==> src/aiu_regs.svh <==
// aiu_regs.svh: constants of the arithmetic/logic instruction unit
// assumes a 200 MHz system clock and 16-bit two's-complement words
`ifndef AIU_REGS_SVH
`define AIU_REGS_SVH

// clock and machine timing
`define AIU_CLK_NS 5
`define AIU_HALF_CYC_NS 500
`define AIU_HALF_CYC_CLKS ((`AIU_HALF_CYC_NS + `AIU_CLK_NS - 1) / `AIU_CLK_NS)

// instruction codes
`define AIU_TWO_PFX 4'h0
`define AIU_TWO_GRP 3'h6
`define AIU_FN_OR 4'h9
`define AIU_FN_ADD 4'ha
`define AIU_FN_XOR 4'hb
`define AIU_FN_SUB 4'hc
`define AIU_FN_AND 4'hd
`define AIU_FN_MUL 4'he
`define AIU_FN_DIV 4'hf

// addressing fields
`define AIU_X_IMM 3'h0
`define AIU_X_XREG 3'h2
`define AIU_X_BREG 3'h3
`define AIU_M_REL 3'h4
`define AIU_M_XREG 3'h5
`define AIU_M_BREG 3'h6
`define AIU_M_IND 3'h7

// data values
`define AIU_MAX_NEG 16'h8000
`define AIU_WORD_RST 16'h0000

// execution length in half cycles
`define AIU_HC_SHORT 6'h04
`define AIU_HC_EXT 6'h06
`define AIU_HC_MD_MEM 6'h14
`define AIU_HC_MD_IMM 6'h11
`define AIU_HC_MD_EXT 6'h13
`define AIU_HC_MAX 6'h3f

`endif

==> src/aiu_pkg.sv <==
// aiu_pkg.sv: types of the arithmetic/logic instruction unit
// assumes nothing beyond a SystemVerilog compiler
`default_nettype none

package aiu_pkg;
	// sequencer states, one-hot
	typedef enum logic [4:0] {
		AIU_S_IDLE = 5'h01,
		AIU_S_WORD2 = 5'h02,
		AIU_S_PTR = 5'h04,
		AIU_S_OPND = 5'h08,
		AIU_S_FIN = 5'h10
	} aiu_state_t;

	// operation classes
	typedef enum logic [2:0] {
		AIU_OP_NONE,
		AIU_OP_ADD,
		AIU_OP_SUB,
		AIU_OP_MUL,
		AIU_OP_DIV,
		AIU_OP_OR,
		AIU_OP_FOREIGN
	} aiu_op_t;

	// addressing forms
	typedef enum logic [1:0] {
		AIU_FORM_MEM,
		AIU_FORM_IMM,
		AIU_FORM_EXT
	} aiu_form_t;
endpackage

`default_nettype wire

==> src/aiu_core.sv <==
// aiu_core.sv: add, subtract, multiply, divide and inclusive-or execution
// assumes one memory port on the same clock answering with a one-cycle ack
`default_nettype none
`include "aiu_regs.svh"

module aiu_core
	import aiu_pkg::*;
#(
	parameter int HALF_CLKS = `AIU_HALF_CYC_CLKS
) (
	// clock and reset
	input wire logic i_sys_clk,
	input wire logic i_nrst,
	// instruction issue
	input wire logic i_start,
	input wire logic [15:0] i_instr,
	input wire logic [14:0] i_pc,
	input wire logic [15:0] i_xreg,
	output logic o_busy,
	output logic o_done,
	output logic o_reject,
	// operand memory
	output logic o_mem_req,
	output logic [14:0] o_mem_addr,
	input wire logic i_mem_ack,
	input wire logic [15:0] i_mem_rdata,
	// register access
	input wire logic i_acc_wr,
	input wire logic [15:0] i_acc_wdata,
	input wire logic i_sec_wr,
	input wire logic [15:0] i_sec_wdata,
	input wire logic i_ovf_clr,
	output logic [15:0] o_acc,
	output logic [15:0] o_sec,
	output logic o_ovf
);

	localparam int CW = $clog2(HALF_CLKS + 1);

	aiu_state_t state_reg;
	aiu_op_t op_reg;
	aiu_form_t form_reg;
	logic [15:0] word_reg;
	logic [15:0] x_reg;
	logic [14:0] addr_reg;
	logic [15:0] opnd_reg;
	logic [15:0] acc_reg;
	logic [15:0] sec_reg;
	logic ovf_reg;
	logic [5:0] tgt_reg;
	logic [CW-1:0] clk_cnt_reg;
	logic [5:0] half_reg;
	logic done_reg;
	logic reject_reg;

	logic two_word;
	aiu_op_t dec_op;
	aiu_form_t dec_form;
	logic [14:0] dec_ea;
	logic [5:0] dec_tgt;
	logic start_ok;
	logic [15:0] ext_idx;
	logic [14:0] ext_ea;
	logic [16:0] sum_r;
	logic [16:0] dif_r;
	logic [31:0] prod;
	logic [31:0] dvd;
	logic [31:0] dvs;
	logic [31:0] dvd_mag;
	logic [31:0] dvs_mag;
	logic [31:0] quo;
	logic [31:0] rem;
	logic [2:0] pop;
	logic mul_ovf;
	logic div_ovf;
	logic [5:0] fin_tgt;
	logic fin_go;
	logic [15:0] acc_next;
	logic [15:0] sec_next;
	logic ovf_set;

	// map a 4-bit function pattern onto an operation
	function automatic aiu_op_t fn_decode(input logic [3:0] f);
		case (f)
			`AIU_FN_ADD: fn_decode = AIU_OP_ADD;
			`AIU_FN_SUB: fn_decode = AIU_OP_SUB;
			`AIU_FN_MUL: fn_decode = AIU_OP_MUL;
			`AIU_FN_DIV: fn_decode = AIU_OP_DIV;
			`AIU_FN_OR: fn_decode = AIU_OP_OR;
			`AIU_FN_XOR, `AIU_FN_AND: fn_decode = AIU_OP_FOREIGN;
			default: fn_decode = AIU_OP_NONE;
		endcase
	endfunction

	// magnitude of a 32-bit two's-complement value
	function automatic logic [31:0] mag32(input logic [31:0] v);
		mag32 = v[31] ? 32'(~v + 32'h1) : v;
	endfunction

	// add or subtract with signed overflow in the top bit
	function automatic logic [16:0] add_ovf(input logic [15:0] a, input logic [15:0] b,
			input logic sub);
		logic [15:0] bb;
		logic [15:0] s;
		bb = sub ? ~b : b;
		s = 16'(a + bb + {15'h0, sub});
		add_ovf = {(a[15] == bb[15]) && (s[15] != a[15]), s};
	endfunction

	// instruction decode at issue
	always_comb begin
		two_word = (i_instr[15:12] == `AIU_TWO_PFX) && (i_instr[11:9] == `AIU_TWO_GRP)
			&& (i_instr[8:7] == 2'h0);
		dec_op = two_word ? fn_decode(i_instr[6:3]) : fn_decode(i_instr[15:12]);
		dec_form = AIU_FORM_MEM;
		if (two_word) begin
			dec_form = (i_instr[2:0] == `AIU_X_IMM) ? AIU_FORM_IMM : AIU_FORM_EXT;
		end
		start_ok = i_start && (state_reg == AIU_S_IDLE) && (dec_op != AIU_OP_NONE)
			&& (dec_op != AIU_OP_FOREIGN);
	end

	// one-word effective address: direct, relative, indexed or indirect
	always_comb begin
		case (i_instr[11:9])
			`AIU_M_REL: dec_ea = 15'(i_pc + {6'h0, i_instr[8:0]});
			`AIU_M_XREG: dec_ea = 15'(i_xreg[14:0] + {6'h0, i_instr[8:0]});
			`AIU_M_BREG: dec_ea = 15'(sec_reg[14:0] + {6'h0, i_instr[8:0]});
			`AIU_M_IND: dec_ea = {6'h0, i_instr[8:0]};
			default: dec_ea = {4'h0, i_instr[10:0]};
		endcase
	end

	// least execution length of the decoded instruction
	always_comb begin
		case (dec_op)
			AIU_OP_MUL, AIU_OP_DIV: begin
				case (dec_form)
					AIU_FORM_IMM: dec_tgt = `AIU_HC_MD_IMM;
					AIU_FORM_EXT: dec_tgt = `AIU_HC_MD_EXT;
					default: dec_tgt = `AIU_HC_MD_MEM;
				endcase
			end
			default: dec_tgt = (dec_form == AIU_FORM_EXT) ? `AIU_HC_EXT : `AIU_HC_SHORT;
		endcase
	end

	// second-word operand address with optional indexing
	always_comb begin
		case (word_reg[2:0])
			`AIU_X_XREG: ext_idx = x_reg;
			`AIU_X_BREG: ext_idx = sec_reg;
			default: ext_idx = 16'h0000;
		endcase
		ext_ea = 15'(i_mem_rdata[14:0] + ext_idx[14:0]);
	end

	// arithmetic on accumulator, secondary register and operand
	always_comb begin
		sum_r = add_ovf(acc_reg, opnd_reg, 1'b0);
		dif_r = add_ovf(acc_reg, opnd_reg, 1'b1);
		prod = 32'({{16{sec_reg[15]}}, sec_reg} * {{16{opnd_reg[15]}}, opnd_reg}
			+ {{16{acc_reg[15]}}, acc_reg});
		mul_ovf = (sec_reg == `AIU_MAX_NEG) && (opnd_reg == `AIU_MAX_NEG);
		dvd = {acc_reg[15], acc_reg, sec_reg[14:0]};
		dvs = {{16{opnd_reg[15]}}, opnd_reg};
		dvd_mag = mag32(dvd);
		dvs_mag = mag32(dvs);
		div_ovf = (opnd_reg == 16'h0000) || (dvd_mag > {dvs_mag[16:0], 15'h0000});
		quo = 32'h0000_0000;
		rem = 32'h0000_0000;
		if (opnd_reg != 16'h0000) begin
			quo = $signed(dvd) / $signed(dvs);
			rem = $signed(dvd) % $signed(dvs);
		end
		pop = 3'h0;
		for (int i = 0; i < 4; i++) begin
			pop = 3'(pop + {2'h0, quo[i]});
		end
	end

	// final length: memory divide stretches with the quotient pattern
	always_comb begin
		fin_tgt = tgt_reg;
		if (op_reg == AIU_OP_DIV && form_reg == AIU_FORM_MEM) begin
			fin_tgt = 6'(tgt_reg + {2'h0, pop, 1'b0});
		end
		fin_go = (state_reg == AIU_S_FIN) && (half_reg >= fin_tgt);
	end

	// result selection per operation
	always_comb begin
		acc_next = acc_reg;
		sec_next = sec_reg;
		ovf_set = 1'b0;
		case (op_reg)
			AIU_OP_ADD: begin
				acc_next = sum_r[15:0];
				ovf_set = sum_r[16];
			end
			AIU_OP_SUB: begin
				acc_next = dif_r[15:0];
				ovf_set = dif_r[16];
			end
			AIU_OP_MUL: begin
				if (mul_ovf) begin
					acc_next = `AIU_WORD_RST;
					sec_next = `AIU_WORD_RST;
					ovf_set = 1'b1;
				end else begin
					acc_next = prod[30:15];
					sec_next = {1'b0, prod[14:0]};
				end
			end
			AIU_OP_DIV: begin
				acc_next = rem[15:0];
				sec_next = quo[15:0];
				ovf_set = div_ovf;
			end
			AIU_OP_OR: acc_next = acc_reg | opnd_reg;
			default: acc_next = acc_reg;
		endcase
	end

	// sequencer
	always_ff @(posedge i_sys_clk) begin
		if (!i_nrst) begin
			state_reg <= AIU_S_IDLE;
		end else begin
			case (state_reg)
				AIU_S_IDLE: begin
					if (start_ok && dec_form != AIU_FORM_MEM) begin
						state_reg <= AIU_S_WORD2;
					end else if (start_ok && i_instr[11:9] == `AIU_M_IND) begin
						state_reg <= AIU_S_PTR;
					end else if (start_ok) begin
						state_reg <= AIU_S_OPND;
					end
				end
				AIU_S_WORD2: begin
					if (i_mem_ack && form_reg == AIU_FORM_IMM) begin
						state_reg <= AIU_S_FIN;
					end else if (i_mem_ack) begin
						state_reg <= i_mem_rdata[15] ? AIU_S_PTR : AIU_S_OPND;
					end
				end
				AIU_S_PTR: begin
					if (i_mem_ack) begin
						state_reg <= i_mem_rdata[15] ? AIU_S_PTR : AIU_S_OPND;
					end
				end
				AIU_S_OPND: begin
					if (i_mem_ack) begin
						state_reg <= AIU_S_FIN;
					end
				end
				AIU_S_FIN: begin
					if (fin_go) begin
						state_reg <= AIU_S_IDLE;
					end
				end
				default: state_reg <= AIU_S_IDLE;
			endcase
		end
	end

	// instruction capture at issue
	always_ff @(posedge i_sys_clk) begin
		if (!i_nrst) begin
			op_reg <= AIU_OP_NONE;
			form_reg <= AIU_FORM_MEM;
			word_reg <= `AIU_WORD_RST;
			x_reg <= `AIU_WORD_RST;
			tgt_reg <= `AIU_HC_SHORT;
		end else if (start_ok) begin
			op_reg <= dec_op;
			form_reg <= dec_form;
			word_reg <= i_instr;
			x_reg <= i_xreg;
			tgt_reg <= dec_tgt;
		end
	end

	// memory address: operand, second word, pointer chain
	always_ff @(posedge i_sys_clk) begin
		if (!i_nrst) begin
			addr_reg <= 15'h0000;
		end else begin
			case (state_reg)
				AIU_S_IDLE: begin
					if (start_ok) begin
						addr_reg <= (dec_form == AIU_FORM_MEM) ? dec_ea : 15'(i_pc + 15'h0001);
					end
				end
				AIU_S_WORD2: begin
					if (i_mem_ack) begin
						addr_reg <= ext_ea;
					end
				end
				AIU_S_PTR: begin
					if (i_mem_ack) begin
						addr_reg <= i_mem_rdata[14:0];
					end
				end
				default: addr_reg <= addr_reg;
			endcase
		end
	end

	// operand capture: word n+1 itself for immediate forms
	always_ff @(posedge i_sys_clk) begin
		if (!i_nrst) begin
			opnd_reg <= `AIU_WORD_RST;
		end else if (i_mem_ack && state_reg == AIU_S_WORD2 && form_reg == AIU_FORM_IMM) begin
			opnd_reg <= i_mem_rdata;
		end else if (i_mem_ack && state_reg == AIU_S_OPND) begin
			opnd_reg <= i_mem_rdata;
		end
	end

	// half-cycle timer, held at zero while idle
	always_ff @(posedge i_sys_clk) begin
		if (!i_nrst || state_reg == AIU_S_IDLE) begin
			clk_cnt_reg <= '0;
			half_reg <= 6'h00;
		end else if (clk_cnt_reg == CW'(HALF_CLKS - 1)) begin
			clk_cnt_reg <= '0;
			if (half_reg != `AIU_HC_MAX) begin
				half_reg <= 6'(half_reg + 6'h01);
			end
		end else begin
			clk_cnt_reg <= CW'(clk_cnt_reg + 1'b1);
		end
	end

	// working registers, written at the end of the last cycle or by the load ports while idle
	always_ff @(posedge i_sys_clk) begin
		if (!i_nrst) begin
			acc_reg <= `AIU_WORD_RST;
			sec_reg <= `AIU_WORD_RST;
		end else if (fin_go) begin
			acc_reg <= acc_next;
			sec_reg <= sec_next;
		end else if (state_reg == AIU_S_IDLE) begin
			if (i_acc_wr) begin
				acc_reg <= i_acc_wdata;
			end
			if (i_sec_wr) begin
				sec_reg <= i_sec_wdata;
			end
		end
	end

	// sticky overflow: a set beats a simultaneous clear
	always_ff @(posedge i_sys_clk) begin
		if (!i_nrst) begin
			ovf_reg <= 1'b0;
		end else if (fin_go && ovf_set) begin
			ovf_reg <= 1'b1;
		end else if (i_ovf_clr) begin
			ovf_reg <= 1'b0;
		end
	end

	// completion and refusal pulses
	always_ff @(posedge i_sys_clk) begin
		if (!i_nrst) begin
			done_reg <= 1'b0;
			reject_reg <= 1'b0;
		end else begin
			done_reg <= fin_go;
			reject_reg <= i_start && (state_reg == AIU_S_IDLE) && !start_ok;
		end
	end

	// outputs
	assign o_busy = (state_reg != AIU_S_IDLE);
	assign o_done = done_reg;
	assign o_reject = reject_reg;
	assign o_mem_req = (state_reg == AIU_S_WORD2) || (state_reg == AIU_S_PTR)
		|| (state_reg == AIU_S_OPND);
	assign o_mem_addr = addr_reg;
	assign o_acc = acc_reg;
	assign o_sec = sec_reg;
	assign o_ovf = ovf_reg;

endmodule

`default_nettype wire

==> config.mk <==
export PLATFORM = sky130hd
export DESIGN_NAME = aiu_core
export DESIGN_NICKNAME = d
export VERILOG_FILES = /design/src/aiu_pkg.sv /design/src/aiu_core.sv
export VERILOG_INCLUDE_DIRS = /design/src
export SDC_FILE = /design/constraint.sdc
export NUM_CORES = 2
export LEC_CHECK = 0
export BUFFER_PORTS_ARGS = -buffer_cell sky130_fd_sc_hd__buf_4
export CAP_MARGIN = 20
export CORE_ASPECT_RATIO = 0.75
export CORE_UTILIZATION = 57
export CTS_BUF_LIST = sky130_fd_sc_hd__clkbuf_4 sky130_fd_sc_hd__clkbuf_8
export CTS_CLUSTER_DIAMETER = 30
export CTS_CLUSTER_SIZE = 28
export DETAILED_ROUTE_END_ITERATION = 7
export GPL_TIMING_DRIVEN = 0
export PLACE_DENSITY = 0.72
export SETUP_SLACK_MARGIN = 0.1
export SLEW_MARGIN = 20
export SYNTH_ARGS = -nofsm -noshare
export SYNTH_HDL_FRONTEND = slang
export SYNTH_SLANG_ARGS = --single-unit
==> constraint.sdc <==
create_clock -name i_sys_clk -period 224.5 [get_ports i_sys_clk]
set_input_delay 11.225 -clock i_sys_clk [delete_from_list [all_inputs] [get_ports i_sys_clk]]
set_output_delay 11.225 -clock i_sys_clk [all_outputs]
set_load 0.03 [all_outputs]
==> run_results.csv <==
group,metric,value,unit
sta,tns,0,ns
worst_setup_path,cp_common_cell,"clkbuf_1",
floorplanning,die_x,349,µm
detailed_routing,drt-initial-drc-count,7768,
clocking,cts_tree,"built",
yosys,async_flop_share,0,
worst_setup_path,setup.worst_path.end,"o_acc[7]",
placement,numPortBuffers,148,
yosys,ys_seq_area_frac,0.0428,
worst_setup_path,cpLargestDelayFamily,"compound AO/OA/AOI/OAI gates",
sta,slew_headroom,0.139,
clocking,ctsResizeCount,0,
sta,drv_slew,0,
floorplanning,num_rows,95,
clocking,post_cts_buffers,0,
yosys,syn_avg_cell_area,7.25,µm²
worst_setup_path,start_kind,"flop",
worst_setup_path,r2r_cells,321,
placement,gp_congestion,1.07,
detailed_routing,routed_wl,222,mm
grt,grt_pass1_vias,53700,
clocking,cts-root-buf,"clkbuf_8",
worst_setup_path,cp_num_cells,321,
detailed_routing,drt-wirelength-per-cell,25.6,µm
worst_setup_path,required,224.84,ns
detailed_routing,drt_first_pass_iters,6,
grt,use_met2,0.632,
floorplanning,die_area,91500,µm²
floorplanning,die_h,262,µm
final_layout,syn_to_final_growth,7.97,%
worst_setup_path,path_buf_inv,68,
yosys,syn_inst,7099,
floorplanning,initial_core_util,0.575,
worst_setup_path,cp_max_fo,11,
run,cap_violations,0,
grt,grtUsageMet1,0.664,
floorplanning,core_area,89500,µm²
grt,grt_antenna_before_repair,16,
worst_setup_path,r2r-start,"o_sec[0]",
clocking,path_clk_slew,0.13,ns
final_layout,post_route_cells_drive_above_1_share,0.0606,
detailed_routing,viasPerCell,6.73,
worst_setup_path,r2r_slack,114.77,ns
grt,use_met3,0.185,
floorplanning,io_pins,154,
clocking,tritoncts.num_buffers,9,
yosys,synthDistinctLibCells,112,
worst_setup_path,startpoint,"o_sec[0]",
detailed_routing,vias,58300,
yosys,ys_ff_latch,110,
worst_setup_path,cp-end-kind,"flop",
sta,tightest_slew,1.28,ns
grt,grt_pass1_wl,329,mm
min_path,hp-start,"x_reg[8]",
worst_setup_path,slowest_stage,"o31ai_2",
grt,top_usage_layer,"met1",
yosys,syn_area,51500,µm²
worst_setup_path,max_stage_delay,1.00,ns
outcome,run_status,"complete, no violations",
clocking,postCtsHoldBufs,0,
clocking,clk_path_buf_depth,2,
worst_setup_path,arrival,110.07,ns
yosys,synth-edff-count,0,
sta,setup_viol,0,
grt,gr-usage-all-layers,0.468,
clocking,cts.sinks,110,
min_path,holdCritPathClass,"flop to flop",
grt,grt_max_degree,22,
yosys,ys_warn_count,0,
sta,max_freq,9.11,MHz
clocking,insertion_delay,0.41,ns
sta,min_period,109.73,ns
detailed_routing,ant_nets,0,
detailed_routing,drc,0,
placement,dp_hpwl,186,mm
final_layout,fin_nets,8536,
sta,finClkSkew,0.0320,ns
worst_setup_path,crit_type,"flop to flop",
clocking,ctsHtreeMaxLevel,3,
sta,grt_setup_unrepaired,"false",
sta,finalHoldViolCount,0,
grt,overflow,0,
yosys,ys.flop_type,"dfxtp_1",
worst_setup_path,r2r_end,"o_acc[7]",
sta,fin_crit_sh,0.489,
worst min-delay path, cell delays in order (launching register included):
cell,delay (ns)
dfxtp_1,0.33
nand2_1,0.05
a21boi_0,0.06
synth_stat cells (92+ instances only):
library cell  count  share of area
xnor2_1         328          0.056
and2_1          121          0.015
nand2_1         783          0.057
a21o_1          171          0.025
xor2_1          178          0.030
nor2_1          578          0.042
o21a_1          148          0.022
clkbuf_1        236          0.017
fa_1            282           0.11
a21oi_1         538          0.052
ha_1            714           0.17
a211oi_1         92          0.013
nor3_1          187          0.018
inv_1           524          0.038
o21ai_0         367          0.036
nand3_1         183          0.018
dfxtp_1         110          0.043
cell usage in the layout (no fill, tap or decap), types with 54 or more instances in the layout:
master | synthesis | routed
fa_1 | 282 | 281
o211ai_1 | 87 | 87
o21bai_1 | 61 | 61
nor2b_1 | 88 | 88
nand4_1 | 74 | 74
a21boi_0 | 54 | 54
dfxtp_1 | 110 | 110
a21oi_1 | 538 | 538
buf_4 | 1 | 150
o21ai_0 | 367 | 367
o31ai_1 | 68 | 67
ha_1 | 714 | 714
nor3_1 | 187 | 185
nand3_1 | 183 | 183
nor2_1 | 578 | 578
a31oi_1 | 88 | 88
a211oi_1 | 92 | 91
o22ai_1 | 60 | 60
or3_1 | 67 | 67
conb_1 | 2 | 139
a21o_1 | 171 | 171
inv_1 | 524 | 522
nand2_1 | 783 | 783
nand2b_1 | 66 | 66
clkbuf_1 | 236 | 232
and2_1 | 121 | 119
xnor2_1 | 328 | 319
a221oi_1 | 55 | 55
o21a_1 | 148 | 148
xor2_1 | 178 | 178
worst min path at each step:
stage / cells after the start / to / slack (ns)
global route: 2 / word_reg[1] / 0.50
floorplan: 1 / clk_cnt_reg[0] / 0.43
CTS: 2 / x_reg[13] / 0.48
finish: 2 / x_reg[8] / 0.47
global placement: 1 / clk_cnt_reg[0] / 0.45
detailed placement: 1 / clk_cnt_reg[0] / 0.45
per-layer routing:
metal  routed length, µm  vias up
met3               38400      535
met4                8480       12
met1               90900    27400
met5                  80        -
met2               83800     4034
li1                    -    26300
per-stage QoR:
stage / area [µm²] / setup WS (ns) / utilization / instances / hold WS [ns]
after global routing: 55500 / 111.33 / 0.621 / 8655 / 0.496
after detailed placement: 55300 / 119.85 / 0.618 / 8638 / 0.452
final: 55600 / 114.77 / 0.621 / 8664 / 0.475
after global placement: 54600 / 115.01 / 0.610 / 8596 / 0.448
after CTS: 55500 / 119.35 / 0.620 / 8654 / 0.476
after floorplan: 52000 / 148.14 / - / 7236 / 0.430
logic make-up (layout without fill, tap and decap cells):
family,after synthesis,after routing,synth area share
simple gates,2381,2381,0.220
compound gates,2189,2189,0.286
fa+ha+maj,997,997,0.283
buf+inv,811,1018,0.0597
xor+xnor,506,506,0.0861
flops,110,110,0.0428
mux,103,103,0.0212
other cells,2,148,0.000146
final cells by class:
class                   count  area [µm²]
diodes                      9        22.5
plain buffers             278        1080
clock buffers               9         124
clock inverters             7        76.3
fillers                  8535       33900
inverters                 533        2000
multi-input cells        6315       46800
flip-flops and latches    110        2200
well taps                1212        1520
repair buffers            191        1700
Power is not shown: default switching activity piles up to over one toggle a cycle in this logic, so the estimate is an artifact.
